### config.mk
export PLATFORM = sky130hd
export DESIGN_NAME = fspc_ctrl
export DESIGN_NICKNAME = d
export VERILOG_FILES = /design/src/core/fspc_pkg.sv /design/src/core/fspc_core_if.sv /design/src/core/fspc_ctrl.sv /design/src/core/fspc_page_buffer.sv /design/src/core/fspc_prog_timer.sv
export SDC_FILE = /design/constraint.sdc
export NUM_CORES = 1
export LEC_CHECK = 0
export BUFFER_PORTS_ARGS = -buffer_cell sky130_fd_sc_hd__clkbuf_2
export CAP_MARGIN = 10
export CORE_MARGIN = 2
export CORE_UTILIZATION = 45
export DETAILED_ROUTE_END_ITERATION = 8
export PLACE_DENSITY = 0.63
export SYNTH_ARGS = -nofsm -noshare
export SYNTH_HDL_FRONTEND = slang
export SYNTH_SLANG_ARGS = --single-unit
### constraint.sdc
create_clock -name clk -period 4.3 [get_ports clk]
set_input_delay 0.43 -clock clk [delete_from_list [all_inputs] [get_ports clk]]
set_output_delay 0.43 -clock clk [all_outputs]
set_load 0.01 [all_outputs]
### src/core/fspc_pkg.sv
// constants, field positions and types for the flash self-programming controller
package fspc_pkg;
	// control/status register location in the i/o space
	localparam logic [5:0] REG_ADDR = 6'h37;
	localparam logic [7:0] REG_RESET = 8'h00;
	// control/status field positions
	localparam int BIT_IRQ_EN = 7;
	localparam int BIT_BUSY = 6;
	localparam int BIT_RSVD = 5;
	localparam int BIT_READ_EN = 4;
	localparam int BIT_LOCK_SET = 3;
	localparam int BIT_PAGE_WRITE = 2;
	localparam int BIT_PAGE_ERASE = 1;
	localparam int BIT_ENABLE = 0;
	// accepted command patterns in the low five bits
	localparam logic [4:0] PAT_READ_EN = 5'h11;
	localparam logic [4:0] PAT_LOCK_SET = 5'h09;
	localparam logic [4:0] PAT_PAGE_WRITE = 5'h05;
	localparam logic [4:0] PAT_PAGE_ERASE = 5'h03;
	localparam logic [4:0] PAT_FILL = 5'h01;
	// pointer field positions
	localparam int PTR_PAGE_MSB = 14;
	localparam int PTR_PAGE_LSB = 7;
	localparam int PTR_WORD_MSB = 6;
	localparam int PTR_WORD_LSB = 1;
	localparam int PAGE_WORDS = 64;
	localparam int PAGE_BITS = 8;
	localparam int WORD_BITS = 6;
	// region split: pages below this form the read-while-write region
	localparam logic [7:0] RWW_PAGES = 8'hE0;
	// boot section start word addresses per fuse code
	localparam logic [13:0] BOOT_START_3 = 14'h3F00;
	localparam logic [13:0] BOOT_START_2 = 14'h3E00;
	localparam logic [13:0] BOOT_START_1 = 14'h3C00;
	localparam logic [13:0] BOOT_START_0 = 14'h3800;
	localparam logic [11:0] BOOT_WORDS_3 = 12'h100;
	localparam logic [11:0] BOOT_WORDS_2 = 12'h200;
	localparam logic [11:0] BOOT_WORDS_1 = 12'h400;
	localparam logic [11:0] BOOT_WORDS_0 = 12'h800;
	// readback select codes in the low pointer bits
	localparam logic [1:0] SEL_FUSE_LO = 2'h0;
	localparam logic [1:0] SEL_LOCK = 2'h1;
	localparam logic [1:0] SEL_FUSE_EXT = 2'h2;
	localparam logic [1:0] SEL_FUSE_HI = 2'h3;
	localparam logic [7:0] LOCK_RESET = 8'hFF;
	localparam logic [7:0] LOCK_KEEP = 8'hC0;
	// timing
	localparam int CLK_PERIOD_NS = 100;
	localparam int PROG_MIN_NS = 3_700_000;
	localparam int PROG_MAX_NS = 4_500_000;
	localparam int PROG_CYC = (PROG_MIN_NS + CLK_PERIOD_NS - 1) / CLK_PERIOD_NS;
	localparam int PROG_MAX_CYC = PROG_MAX_NS / CLK_PERIOD_NS;
	localparam int TMR_BITS = 17;
	localparam logic [2:0] STORE_WIN = 3'h4;
	localparam logic [2:0] LOAD_WIN = 3'h3;
	// operation sequencer states
	typedef enum logic [1:0] {
		ST_IDLE = 2'b00,
		ST_PROG = 2'b01,
		ST_LOCK = 2'b10
	} fspc_state_type;
endpackage

### src/core/fspc_core_if.sv
// carrier between the sequencer, its page buffer and its program timer
`timescale 1ns/1ps
interface fspc_core_if;
	// page buffer write, clear and read
	logic buf_wr;
	logic [5:0] buf_wr_addr;
	logic [15:0] buf_wr_data;
	logic buf_clr;
	logic [5:0] buf_rd_addr;
	logic [15:0] buf_rd_data;
	logic buf_loaded;
	// program timer
	logic tmr_start;
	logic tmr_busy;
	logic tmr_done;
	modport ctrl (output buf_wr, buf_wr_addr, buf_wr_data, buf_clr, buf_rd_addr, tmr_start,
		input buf_rd_data, buf_loaded, tmr_busy, tmr_done);
	modport buffer (input buf_wr, buf_wr_addr, buf_wr_data, buf_clr, buf_rd_addr,
		output buf_rd_data, buf_loaded);
	modport timer (input tmr_start, output tmr_busy, tmr_done);
endinterface

### src/core/fspc_ctrl.sv
// self-programming sequencer with its control/status register
`timescale 1ns/1ps
module fspc_ctrl #(
	parameter int PROG_CYCLES = fspc_pkg::PROG_CYC
) (
	// clock and reset
	input wire logic clk,
	input wire logic rst_b,
	// cpu i/o register access
	input wire logic io_wr,
	input wire logic io_rd,
	input wire logic [5:0] io_addr,
	input wire logic [7:0] io_wdata,
	output logic [7:0] io_rdata_ff,
	// store/load program memory instructions
	input wire logic store_exec,
	input wire logic load_exec,
	input wire logic [15:0] z_ptr,
	input wire logic [7:0] r0_data,
	input wire logic [7:0] r1_data,
	input wire logic global_irq_en,
	output logic [7:0] load_data_ff,
	output logic load_hit_ff,
	// fuses and eeprom interlock
	input wire logic [1:0] boot_size_fuse,
	input wire logic [7:0] fuse_lo,
	input wire logic [7:0] fuse_hi,
	input wire logic [7:0] fuse_ext,
	input wire logic eeprom_write_active,
	// flash array side
	input wire logic [5:0] flash_buf_addr,
	output logic [15:0] flash_buf_data_ff,
	output logic flash_erase_ff,
	output logic flash_write_ff,
	output logic [7:0] page_select_field_ff,
	output logic [7:0] lock_bits_ff,
	// cpu status
	output logic ready_irq_ff,
	output logic cpu_halt_ff,
	output logic fetch_no_read_while_write_region_only_ff,
	output logic rw_region_busy_ff,
	output logic [13:0] boot_start_ff,
	output logic [11:0] boot_words_ff
);
	fspc_core_if cif ();

	// control bits
	logic irq_en_ff, nxt_irq_en;
	logic busy_ff, nxt_busy;
	logic [4:0] cmd_ff, nxt_cmd; // read_en, lock, write, erase, enable
	logic [2:0] win_ff, nxt_win;
	fspc_pkg::fspc_state_type state_ff, nxt_state;
	// operation outputs
	logic erase_ff_n, write_ff_n, halt_n, fetch_n, hit_n, irq_n;
	logic [7:0] page_n, lock_n, load_n, rdata_n, lock_data_ff, nxt_lock_data;
	logic [13:0] bstart_n;
	logic [11:0] bwords_n;
	logic [7:0] reg_view;
	logic reg_wr, armed, store_ok, load_ok, op_rww;
	logic [4:0] wpat;

	fspc_page_buffer #(.DEPTH(fspc_pkg::PAGE_WORDS)) u_buf (
		.clk(clk),
		.rst_b(rst_b),
		.bus(cif.buffer)
	);

	fspc_prog_timer #(.CYCLES(PROG_CYCLES)) u_tmr (
		.clk(clk),
		.rst_b(rst_b),
		.bus(cif.timer)
	);

	// register view; reserved bit is constant zero
	assign reg_view = {irq_en_ff, busy_ff, 1'b0, cmd_ff};
	assign reg_wr = io_wr && (io_addr == fspc_pkg::REG_ADDR);
	assign wpat = io_wdata[4:0];
	assign armed = (win_ff != 3'h0) && (state_ff == fspc_pkg::ST_IDLE);
	// store accepted through the whole four-cycle window
	assign store_ok = armed && store_exec;
	// load accepted only in the first three cycles of the window
	assign load_ok = armed && load_exec && cmd_ff[3] && (win_ff > (fspc_pkg::STORE_WIN - fspc_pkg::LOAD_WIN));
	assign op_rww = z_ptr[fspc_pkg::PTR_PAGE_MSB:fspc_pkg::PTR_PAGE_LSB] < fspc_pkg::RWW_PAGES;

	// buffer port: fill address from word field, pointer bit 0 ignored
	always_comb begin
		cif.buf_wr = store_ok && (cmd_ff == fspc_pkg::PAT_FILL);
		cif.buf_wr_addr = z_ptr[fspc_pkg::PTR_WORD_MSB:fspc_pkg::PTR_WORD_LSB];
		cif.buf_wr_data = {r1_data, r0_data};
		cif.buf_rd_addr = flash_buf_addr;
		// a written page consumes the buffer; read-enable during fill aborts it
		cif.buf_clr = (state_ff == fspc_pkg::ST_PROG && cif.tmr_done && cmd_ff[2])
			|| (reg_wr && wpat == fspc_pkg::PAT_READ_EN && cif.buf_loaded);
		cif.tmr_start = store_ok && (cmd_ff == fspc_pkg::PAT_PAGE_ERASE || cmd_ff == fspc_pkg::PAT_PAGE_WRITE
			|| cmd_ff == fspc_pkg::PAT_LOCK_SET);
	end

	// command register, window and operation sequencer
	always_comb begin
		nxt_irq_en = irq_en_ff;
		nxt_busy = busy_ff;
		nxt_cmd = cmd_ff;
		nxt_win = win_ff;
		nxt_state = state_ff;
		nxt_lock_data = lock_data_ff;
		erase_ff_n = 1'b0;
		write_ff_n = 1'b0;
		halt_n = cpu_halt_ff;
		fetch_n = fetch_no_read_while_write_region_only_ff;
		page_n = page_select_field_ff;
		lock_n = lock_bits_ff;
		// window runs down from the write cycle; expiry disarms
		if (win_ff != 3'h0) begin
			nxt_win = win_ff - 3'h1;
			if (win_ff == 3'h1 && state_ff == fspc_pkg::ST_IDLE) begin
				nxt_cmd = 5'h00;
			end
		end
		case (state_ff)
			fspc_pkg::ST_IDLE: begin
				if (store_ok) begin
					nxt_win = 3'h0;
					case (cmd_ff)
						fspc_pkg::PAT_FILL: begin
							nxt_cmd = 5'h00;
							nxt_busy = 1'b0;
						end
						fspc_pkg::PAT_READ_EN: begin
							nxt_cmd = 5'h00;
							nxt_busy = 1'b0;
						end
						fspc_pkg::PAT_LOCK_SET: begin
							nxt_state = fspc_pkg::ST_LOCK;
							nxt_lock_data = r0_data;
						end
						fspc_pkg::PAT_PAGE_ERASE, fspc_pkg::PAT_PAGE_WRITE: begin
							nxt_state = fspc_pkg::ST_PROG;
							page_n = z_ptr[fspc_pkg::PTR_PAGE_MSB:fspc_pkg::PTR_PAGE_LSB];
							erase_ff_n = cmd_ff[1];
							write_ff_n = cmd_ff[2];
							fetch_n = 1'b1;
							if (op_rww) begin
								nxt_busy = 1'b1;
							end else begin
								halt_n = 1'b1;
							end
						end
						default: begin
							nxt_cmd = 5'h00;
						end
					endcase
				end else if (load_ok) begin
					nxt_win = 3'h0;
					nxt_cmd = 5'h00;
				end
			end
			fspc_pkg::ST_PROG: begin
				// enable and command bit stay up until the timer ends
				if (cif.tmr_done) begin
					nxt_state = fspc_pkg::ST_IDLE;
					nxt_cmd = 5'h00;
					halt_n = 1'b0;
					fetch_n = 1'b0;
				end
			end
			fspc_pkg::ST_LOCK: begin
				if (cif.tmr_done) begin
					nxt_state = fspc_pkg::ST_IDLE;
					nxt_cmd = 5'h00;
					// cleared bits in the data program the lock; top two never change
					lock_n = lock_bits_ff & (lock_data_ff | fspc_pkg::LOCK_KEEP);
				end
			end
			default: begin
				nxt_state = fspc_pkg::ST_IDLE;
			end
		endcase
		// software write: interrupt enable always, command bits only when legal and idle
		if (reg_wr) begin
			nxt_irq_en = io_wdata[fspc_pkg::BIT_IRQ_EN];
			// eeprom write blocks arming, as does a running operation
			if (state_ff == fspc_pkg::ST_IDLE && !cif.tmr_busy && !eeprom_write_active
				&& (wpat == fspc_pkg::PAT_READ_EN || wpat == fspc_pkg::PAT_LOCK_SET
				|| wpat == fspc_pkg::PAT_PAGE_WRITE || wpat == fspc_pkg::PAT_PAGE_ERASE
				|| wpat == fspc_pkg::PAT_FILL)) begin
				nxt_cmd = wpat;
				nxt_win = fspc_pkg::STORE_WIN;
			end
		end
	end

	// readback, interrupt and boot decode
	always_comb begin
		rdata_n = io_rd && (io_addr == fspc_pkg::REG_ADDR) ? reg_view : 8'h00;
		hit_n = load_ok;
		load_n = load_data_ff;
		if (load_ok) begin
			case (z_ptr[1:0])
				fspc_pkg::SEL_LOCK: load_n = lock_bits_ff;
				fspc_pkg::SEL_FUSE_HI: load_n = fuse_hi;
				fspc_pkg::SEL_FUSE_EXT: load_n = fuse_ext;
				default: load_n = fuse_lo;
			endcase
		end
		// level request for as long as enable stays clear
		irq_n = irq_en_ff && global_irq_en && !nxt_cmd[fspc_pkg::BIT_ENABLE];
		case (boot_size_fuse)
			2'b11: begin
				bstart_n = fspc_pkg::BOOT_START_3;
				bwords_n = fspc_pkg::BOOT_WORDS_3;
			end
			2'b10: begin
				bstart_n = fspc_pkg::BOOT_START_2;
				bwords_n = fspc_pkg::BOOT_WORDS_2;
			end
			2'b01: begin
				bstart_n = fspc_pkg::BOOT_START_1;
				bwords_n = fspc_pkg::BOOT_WORDS_1;
			end
			default: begin
				bstart_n = fspc_pkg::BOOT_START_0;
				bwords_n = fspc_pkg::BOOT_WORDS_0;
			end
		endcase
	end

	// all state registers; reset leaves the register at zero
	always_ff @(posedge clk or negedge rst_b) begin
		if (!rst_b) begin
			irq_en_ff <= 1'b0;
			busy_ff <= 1'b0;
			cmd_ff <= 5'h00;
			win_ff <= 3'h0;
			state_ff <= fspc_pkg::ST_IDLE;
			lock_data_ff <= 8'hFF;
			io_rdata_ff <= 8'h00;
			load_data_ff <= 8'h00;
			load_hit_ff <= 1'b0;
			flash_erase_ff <= 1'b0;
			flash_write_ff <= 1'b0;
			page_select_field_ff <= 8'h00;
			lock_bits_ff <= fspc_pkg::LOCK_RESET;
			ready_irq_ff <= 1'b0;
			cpu_halt_ff <= 1'b0;
			fetch_no_read_while_write_region_only_ff <= 1'b0;
			rw_region_busy_ff <= 1'b0;
			boot_start_ff <= fspc_pkg::BOOT_START_0;
			boot_words_ff <= fspc_pkg::BOOT_WORDS_0;
			flash_buf_data_ff <= 16'h0000;
		end else begin
			irq_en_ff <= nxt_irq_en;
			busy_ff <= nxt_busy;
			cmd_ff <= nxt_cmd;
			win_ff <= nxt_win;
			state_ff <= nxt_state;
			lock_data_ff <= nxt_lock_data;
			io_rdata_ff <= rdata_n;
			load_data_ff <= load_n;
			load_hit_ff <= hit_n;
			flash_erase_ff <= erase_ff_n;
			flash_write_ff <= write_ff_n;
			page_select_field_ff <= page_n;
			lock_bits_ff <= lock_n;
			ready_irq_ff <= irq_n;
			cpu_halt_ff <= halt_n;
			fetch_no_read_while_write_region_only_ff <= fetch_n;
			rw_region_busy_ff <= nxt_busy;
			boot_start_ff <= bstart_n;
			boot_words_ff <= bwords_n;
			flash_buf_data_ff <= cif.buf_rd_data;
		end
	end
endmodule // fspc_ctrl

### src/core/fspc_page_buffer.sv
// temporary page buffer filled word by word before a page write
`timescale 1ns/1ps
module fspc_page_buffer #(
	parameter int DEPTH = fspc_pkg::PAGE_WORDS
) (
	// clock and reset
	input wire logic clk,
	input wire logic rst_b,
	// sequencer side
	fspc_core_if.buffer bus
);
	logic [15:0] mem [DEPTH]; // word storage, no reset needed
	logic [15:0] rd_data_ff;
	logic [15:0] nxt_rd_data;
	logic loaded_ff;
	logic nxt_loaded;

	// next values: clear wins so an abort really discards the load
	always_comb begin
		// a discarded or consumed buffer reads as erased, so stale words never leak out
		nxt_rd_data = loaded_ff ? mem[bus.buf_rd_addr] : 16'hFFFF;
		nxt_loaded = loaded_ff;
		if (bus.buf_clr) begin
			nxt_loaded = 1'b0;
		end else if (bus.buf_wr) begin
			nxt_loaded = 1'b1;
		end
	end

	// storage has no reset: the loaded flag decides whether its words are visible
	always_ff @(posedge clk) begin
		if (bus.buf_wr) begin
			mem[bus.buf_wr_addr] <= bus.buf_wr_data;
		end
	end

	// registered read port and load flag
	always_ff @(posedge clk or negedge rst_b) begin
		if (!rst_b) begin
			rd_data_ff <= 16'h0000;
			loaded_ff <= 1'b0;
		end else begin
			rd_data_ff <= nxt_rd_data;
			loaded_ff <= nxt_loaded;
		end
	end

	assign bus.buf_rd_data = rd_data_ff;
	assign bus.buf_loaded = loaded_ff;
endmodule // fspc_page_buffer

### src/core/fspc_prog_timer.sv
// program timer counting one erase, write or lock operation
`timescale 1ns/1ps
module fspc_prog_timer #(
	parameter int CYCLES = fspc_pkg::PROG_CYC
) (
	// clock and reset
	input wire logic clk,
	input wire logic rst_b,
	// sequencer side
	fspc_core_if.timer bus
);
	logic [fspc_pkg::TMR_BITS-1:0] cnt_ff;
	logic [fspc_pkg::TMR_BITS-1:0] nxt_cnt;
	logic done_ff;
	logic nxt_done;

	// count down from the start; done pulses on the last cycle
	always_comb begin
		nxt_cnt = cnt_ff;
		nxt_done = 1'b0;
		if (bus.tmr_start && cnt_ff == '0) begin
			nxt_cnt = fspc_pkg::TMR_BITS'(CYCLES);
		end else if (cnt_ff != '0) begin
			nxt_cnt = cnt_ff - 1'b1;
			nxt_done = (cnt_ff == fspc_pkg::TMR_BITS'(1));
		end
	end

	// counter registers
	always_ff @(posedge clk or negedge rst_b) begin
		if (!rst_b) begin
			cnt_ff <= '0;
			done_ff <= 1'b0;
		end else begin
			cnt_ff <= nxt_cnt;
			done_ff <= nxt_done;
		end
	end

	assign bus.tmr_busy = (cnt_ff != '0);
	assign bus.tmr_done = done_ff;
endmodule // fspc_prog_timer

==> results by group, run 1 <==
Outcome
  – Status: complete, no violations

STA
  – Worst-margin pin slew: roughly 1.2 ns
  – Setup Viol. Count Final: 0
  – Period utilization: 0.756
  – Unrepaired setup endpoints after global routing: no
  – Fmax: 308 MHz
  – Setup TNS: 0 ns
  – Slew headroom: 0.229
  – Final critical-path required period: ~3.3 ns
  – Max-slew violation count: 0
  – Final Hold Viols: 0
  – Worst Clk Skew: 0.0279 ns
  – Worst setup margin: around 1.0 ns

Worst setup path
  – CP endpoint kind: register
  – Req. time, crit path: 4.64 ns
  – CP Launch Type: register
  – Worst-path fanout max: 16
  – Crit-path max cell delay: 0.54 ns
  – Worst setup path category: reg -> reg
  – Worst R2R Setup Slack: roughly 1.0 ns
  – Reg2reg start: win_ff[0]
  – Worst R2R End: u_buf.mem[49][5]
  – Worst EP arrival: 3.59 ns
  – Cells on worst reg2reg path: 9
  – Worst path cell trace: inv_1 -> ha_1 -> nand2b_1 -> nand4_1 -> nor3_1 -> and2_1 -> nand2_1 -> nor2_1 -> buf_4
  – CP max stage cell: nand2_1

GRT
  – Total gr overflow: 0
  – Initial antenna violation count: 8
  – First-pass GRT wire length: between 150 and 200 mm
  – Vias in the first global route: between 20000 and 25000
  – Largest net degree at the start of global routing: 80
  – Total track usage: 0.209

Finish
  – Synthesis-to-layout area growth: 14.3%
  – Most frequent cells in the layout: edfxtp_1 (1024), mux4_2 (182), mux2i_1 (171), clkbuf_2 (137), buf_4 (117)
  – Core Util, Final: 0.519
  – Commonest non-fill, non-tap cell in the layout: edfxtp_1
  – Ratio of cells with drive above 1 in the final layout: 0.248
  – Nets: 2617

Detailed routing
  – Vias: roughly 23000
  – Initial DRC count: between 2000 and 3000
  – DRC: 0
  – Via density: slightly below 6
  – WL/cell: around 27 um
  – Drt total wl: ~100 mm
  – Antenna Violating Nets Remaining: 0
  – TritonRoute pass-1 iters: 5

Logic synthesis
  – Seq cells post-synth: ~1100
  – Yosys top cell by area: edfxtp_1
  – Post-synth top area share: 0.701
  – Mapped Cells: 2259
  – Number of flops mapped to enable cells by yosys: just over 1000
  – Asr flop ratio synth: 0.0970
  – Netlist cell types: between 60 and 70
  – Syn avg cell area: ~19 um2
  – Main synth FF type: edfxtp_1
  – Post-synthesis sequential area ratio: 0.764
  – Leading post-synthesis cells by cell area: edfxtp_1 (70%), mux4_2 (9.3%), dfrtp_1 (5.5%), mux2i_1 (3.9%), a22oi_1 (1.2%)
  – Post-synthesis instance area: ~44000 um2
  – Syn. warnings: 0

Placed design
  – GP Congestion: roughly 0.88
  – Post-DP HPWL: 64.7 mm
  – Dpl ws: 1.08 ns
  – PortBufs: approximately 140

Floorplan
  – I/O pin count: 167
  – Rows: roughly 110
  – Core area: just under 100000 um2
  – Die Wd: 316 um
  – Die Height: between 300 and 400 um
  – DIE AREA: 100000 um2
  – Initial Util: 0.454

Worst hold path
  – Hold Path End: cmd_ff[1]
  – Worst Hold Class: in -> reg
  – Hold wc startpoint: io_wdata[1]
  – Hold Path Stages: 2

Clock network
  – Cts bufs inserted: about 110
  – H-Tree Depth: 3
  – Skew-Pair Late Insertion Delay: between 0.6 and 0.7 ns
  – Longest Clk Path Bufs: 3
  – Clk sinks: around 1100
  – Postcts setup bufs: 0
  – CTS clk-pin slew, worst paths: 0.06 ns
  – CTS tree: built
  – CTS Root Cell: clkbuf_16

Job
  – Max cap viols: 0

Power
  – Power Density: 443 nW/um2
  – Maximum VDD drop: 0.000389 V
  – Static Leak: 16.9 nW
  – Total Power: 22.2 mW
flip-flops by register name, indices dropped and copies added (netlist names), 5 cells and up:
name and count:
u_buf.mem 1024, lock_bits_ff 6, u_tmr.cnt_ff 17, flash_buf_data_ff 16
load_data_ff 8, cmd_ff 5, lock_data_ff 6, page_select_field_ff 8
io_rdata_ff 7, u_buf.bus.buf_rd_data 16
cell families after synthesis:
logic type,after synthesis,synth area share
multiplexers,374,0.138
XOR/XNOR,8,0.00160
flip-flops,1134,0.764
adder cells (fa/ha/maj),11,0.00308
AO/OA/AOI/OAI,215,0.0364
AND/OR/NAND/NOR,358,0.0413
other,2,0.000171
buffers and inverters,157,0.0158
repair_timing:
item,CTS,global route
resized for setup,0,0
endpoints found under the hold margin,80,0
hold buffers,12,0
critical path, delay by kind of cell (launching register included):
family,cells,cell delay (ns)
AND/OR/NAND/NOR,6,1.86
flip-flops,1,0.41
buffers and inverters,2,0.41
adder cells (fa/ha/maj),1,0.22
how the worst max path moves through the flow:
stage,from,to,cells after the start
finish,win_ff[0],u_buf.mem[49][5],9
global route,win_ff[0],u_buf.mem[13][14],9
CTS,win_ff[0],u_buf.mem[13][14],9
detailed placement,win_ff[0],u_buf.mem[13][12],9
global placement,flash_buf_addr[0],u_buf.bus.buf_rd_data[1],6
floorplan,win_ff[0],u_buf.mem[62][0],8
synthesized netlist by cell type (all sizes together), types with 3 or more instances:
| cell | n |
|---|---|
| ha | 10 |
| dfstp | 13 |
| nand3 | 44 |
| mux4 | 182 |
| o2111ai | 27 |
| xnor2 | 3 |
| o21ai | 14 |
| mux2 | 21 |
| a211oi | 11 |
| nand4 | 19 |
| xor2 | 5 |
| a22o | 6 |
| nor3 | 14 |
| inv | 14 |
| clkbuf | 65 |
| a21o | 3 |
| nor2b | 22 |
| and3 | 24 |
| o21a | 6 |
| nand2 | 96 |
| a221oi | 31 |
| o31ai | 6 |
| edfxtp | 1024 |
| dfrtp | 97 |
| nand2b | 9 |
| nor2 | 88 |
| a22oi | 71 |
| nor4 | 7 |
| buf | 78 |
| or3 | 5 |
| mux2i | 171 |
| a21oi | 27 |
| and4 | 5 |
| nand3b | 5 |
| and2 | 8 |
| nand4b | 3 |
report_power, final:
part           total [mW]  leakage (nW)  switching (mW)  internal, mW
sequential           12.0          10.5          0.0144          12.0
combinational        1.05          4.75           0.684         0.369
clock                9.11          1.69            4.01          5.11
stage by stage:
stage	hold WS [ns]	area, um2	cells
global route	0.0304	50200	3886
global placement	0.336	46600	3672
CTS	0.00227	50200	3886
finish	0.0416	50200	3889
detailed placement	0.336	46600	3672
floorplan	0.134	44000	2279
final cells by class:
class,count,area [um2]
Antenna cell,3,7.51
Fill cell,7615,46500
Sequential cell,1134,33500
Tap cell,1276,1600
Inverter,14,52.6
Clock buffer,145,3010
Clock inverter,57,417
Multi-Input combinational cell,988,9770
Timing Repair Buffer,272,1790
routing by layer:
metal,up-vias,wire length [um],track usage
met5,-,49,0
met2,942,51100,0.345
li1,9670,-,-
met1,11900,42300,0.290
met4,8,2520,0.0548
met3,152,8620,0.0377
Power figures use the tool's default switching activity.
==> inputs of run 2 (changes only) <==
- PLACE_DENSITY: 0.63 -> 0.65
- clock period: 4.3 -> 2.95 ns (I/O delays scaled with it)
==> results by group, run 2 (synthesized netlist as in run 1, its figures left out) <==
Outcome
  – Status: complete, no violations

STA
  – Unrepaired setup endpoints after global routing: no
  – Fmax: 364 MHz (+18%)
  – Final critical-path required period: 2.75 ns (-0.503 ns)
  – Setup Viol. Count Final: 0 (unchanged)
  – Period utilization: 0.932 (+0.176)
  – Setup TNS: 0 ns (unchanged)
  – Slew headroom: 0.188 (-0.0408)
  – Worst Clk Skew: 0.0488 ns (+0.0209 ns)
  – Worst-margin pin slew: 1.22 ns (+0.0611 ns)
  – Final Hold Viols: 0 (unchanged)
  – Max-slew violation count: 0 (unchanged)

Floorplan
  – Die Height: 316 um (unchanged)
  – Rows: 114 (unchanged)
  – Core area: 96700 um2 (unchanged)
  – Die Wd: 316 um (unchanged)
  – Initial Util: 0.454 (unchanged)
  – DIE AREA: 100000 um2 (unchanged)
  – I/O pin count: 167 (unchanged)

Worst setup path
  – Crit-path max cell delay: 0.41 ns (-0.13 ns)
  – CP max stage cell: dfrtp_1
  – CP Launch Type: register
  – Worst-path fanout max: 16 (unchanged)
  – CP endpoint kind: register
  – Worst R2R End: u_buf.mem[21][10]
  – Worst setup path category: reg -> reg
  – Req. time, crit path: 3.34 ns (-1.30 ns)
  – Worst path cell trace: inv_1 -> ha_1 -> nand2b_1 -> nand4_1 -> nor3_1 -> and2_1 -> nand2_1 -> buf_4 -> nor2_1 -> buf_12
  – Reg2reg start: win_ff[0]
  – Worst R2R Setup Slack: 0.20 ns (-0.85 ns)
  – Cells on worst reg2reg path: 10 (+1)
  – Worst EP arrival: 3.14 ns (-0.45 ns)

Clock network
  – CTS clk-pin slew, worst paths: 0.06 ns (about the same)
  – Longest Clk Path Bufs: 3 (unchanged)
  – H-Tree Depth: 3 (unchanged)
  – CTS Root Cell: clkbuf_16
  – Skew-Pair Late Insertion Delay: 0.70 ns (+0.02 ns)
  – Cts bufs inserted: 112 (+0.90%)
  – CTS tree: built
  – Clk sinks: 1134 (unchanged)

Finish
  – Number of flip-flops in the largest register: 1024 (unchanged)
  – Top Registers: u_buf.mem (1024), u_tmr.cnt_ff (17)
  – Nets: 2697 (+3.1%)
  – Synthesis-to-layout area growth: 18.4%
  – Commonest non-fill, non-tap cell in the layout: edfxtp_1
  – Ratio of cells with drive above 1 in the final layout: 0.274 (+0.0257)
  – Largest Register: u_buf.mem
  – Final Non-Filler Cells: 3974 (+2.2%)
  – Most frequent cells in the layout: edfxtp_1 (1024), mux4_2 (182), mux2i_1 (171), clkbuf_2 (137), buf_4 (120)

Job
  – Max cap viols: 0 (unchanged)

Power
  – Maximum VDD drop: 0.000521 V (+34%)
  – Comb pwr share: 0.050 (+0.003)
  – Internal power: 26.4 mW (+51%)
  – Clock power share: 0.425 (+0.015)
  – Share of power burned in registers: 0.525 (-0.017)
  – Sw Pwr: 7.09 mW (+51%)
  – Power Density: 644 nW/um2 (+45%)
  – Static Leak: 17.7 nW (+4.5%)
  – Switching part of the total: 0.212 (about the same)

Placed design
  – Post-DP HPWL: 67.0 mm (+3.6%)
  – PortBufs: 141 (unchanged)
  – Cell total after placement: 3742 (+1.9%)
  – GP Congestion: 0.885 (about the same)

Detailed routing
  – Drt total wl: 105 mm (+0.57%)
  – Initial DRC count: 2765 (+9.8%)
  – TritonRoute pass-1 iters: 6 (+1)
  – DRC: 0 (unchanged)
  – WL/cell: 26.5 um (-1.6%)
  – Vias: 23000 (+1.7%)
  – Via density: 5.79 (-0.46%)
  – Antenna Violating Nets Remaining: 0 (unchanged)

GRT
  – Total gr overflow: 0 (unchanged)
  – Initial antenna violation count: 10 (+2)
  – Vias in the first global route: 22900 (+1.2%)
  – Total track usage: 0.210 (+0.00137)
  – Largest net degree at the start of global routing: 92 (+15%)
  – First-pass GRT wire length: 153 mm (+0.93%)

Worst hold path
  – Worst Hold Class: in -> async
==> run 2: cell types whose count changed in the layout (fill, tap and decap cells not counted), sizes merged <==
cell,previous run,this run
diode,3,1
clkbuf,282,274
clkinv,48,56
buf,123,193
dlygate4sd3,12,21
inv,18,20
clkinvlp,2,3
bufinv,3,8
==> run 2: stage by stage <==
stage           util  hold slack [ns]  instance area (um2)  power [mW]  setup WS [ns]
6_report       0.537           0.0502                52000        33.5          0.202
5_1_grt        0.537           0.0498                52000        34.4         0.0781
4_1_cts        0.537           0.0105                52000        33.7          0.212
3_5_place_dp   0.496            0.192                48000        19.5          0.214
3_3_place_gp   0.496            0.185                48000        19.5          0.250
2_1_floorplan      -        -0.000591                44000        18.8         0.0406
==> run 2: critical path, delay by kind of cell (launching register included) <==
kind,cells,cell delay [ns]
buffers and inverters,3,0.49
adder cells (fa/ha/maj),1,0.22
AND/OR/NAND/NOR,6,1.32
flip-flops,1,0.41
==> run 2: how the worst max path moves through the flow <==
stage	slack, ns	cells past startpoint	start	to
2_1_floorplan	0.04	8	win_ff[0]	u_buf.mem[62][0]
3_3_place_gp	0.25	10	win_ff[0]	u_buf.mem[21][15]
3_5_place_dp	0.21	6	u_tmr.cnt_ff[5]	u_tmr.cnt_ff[11]
4_1_cts	0.21	6	u_tmr.cnt_ff[4]	cmd_ff[1]
5_1_grt	0.08	10	win_ff[0]	u_buf.mem[21][3]
6_report	0.20	10	win_ff[0]	u_buf.mem[21][10]
==> run 2: final cells by class <==
cell class	count	area, um2
flip-flops and latches	1134	33500
clock inverters	73	681
repair buffers	351	3250
fillers	7445	44700
inverters	14	52.6
multi-input cells	988	9770
diodes	1	2.50
well taps	1276	1600
clock buffers	137	3100
==> run 2: metal layers <==
metal	track usage	up-vias	share of wire
met1	0.295	12000	0.41
met5	0	-	0.00052
met2	0.342	1017	0.48
met4	0.0582	10	0.025
met3	0.0375	166	0.079
li1	-	9839	-
==> run 2: power by group through the flow <==
| stage | Sequential (mW) | Combinational [mW] | Clock (mW) |
|---|---|---|---|
| 5_1_grt | 17.6 | 1.79 | 15.1 |
| 4_1_cts | 17.6 | 1.68 | 14.5 |
| 2_1_floorplan | 17.9 | 0.856 | 0 |
| 3_5_place_dp | 17.9 | 1.65 | 0 |
| 6_report | 17.6 | 1.67 | 14.2 |
| 3_3_place_gp | 17.9 | 1.61 | 0 |
==> run 2: what timing repair did <==
item | in CTS | in global routing
endpoints found under the hold margin | 129 | 0
buffers inserted | 0 | 0
hold buffers | 21 | 0
gates resized for setup | 0 | 0
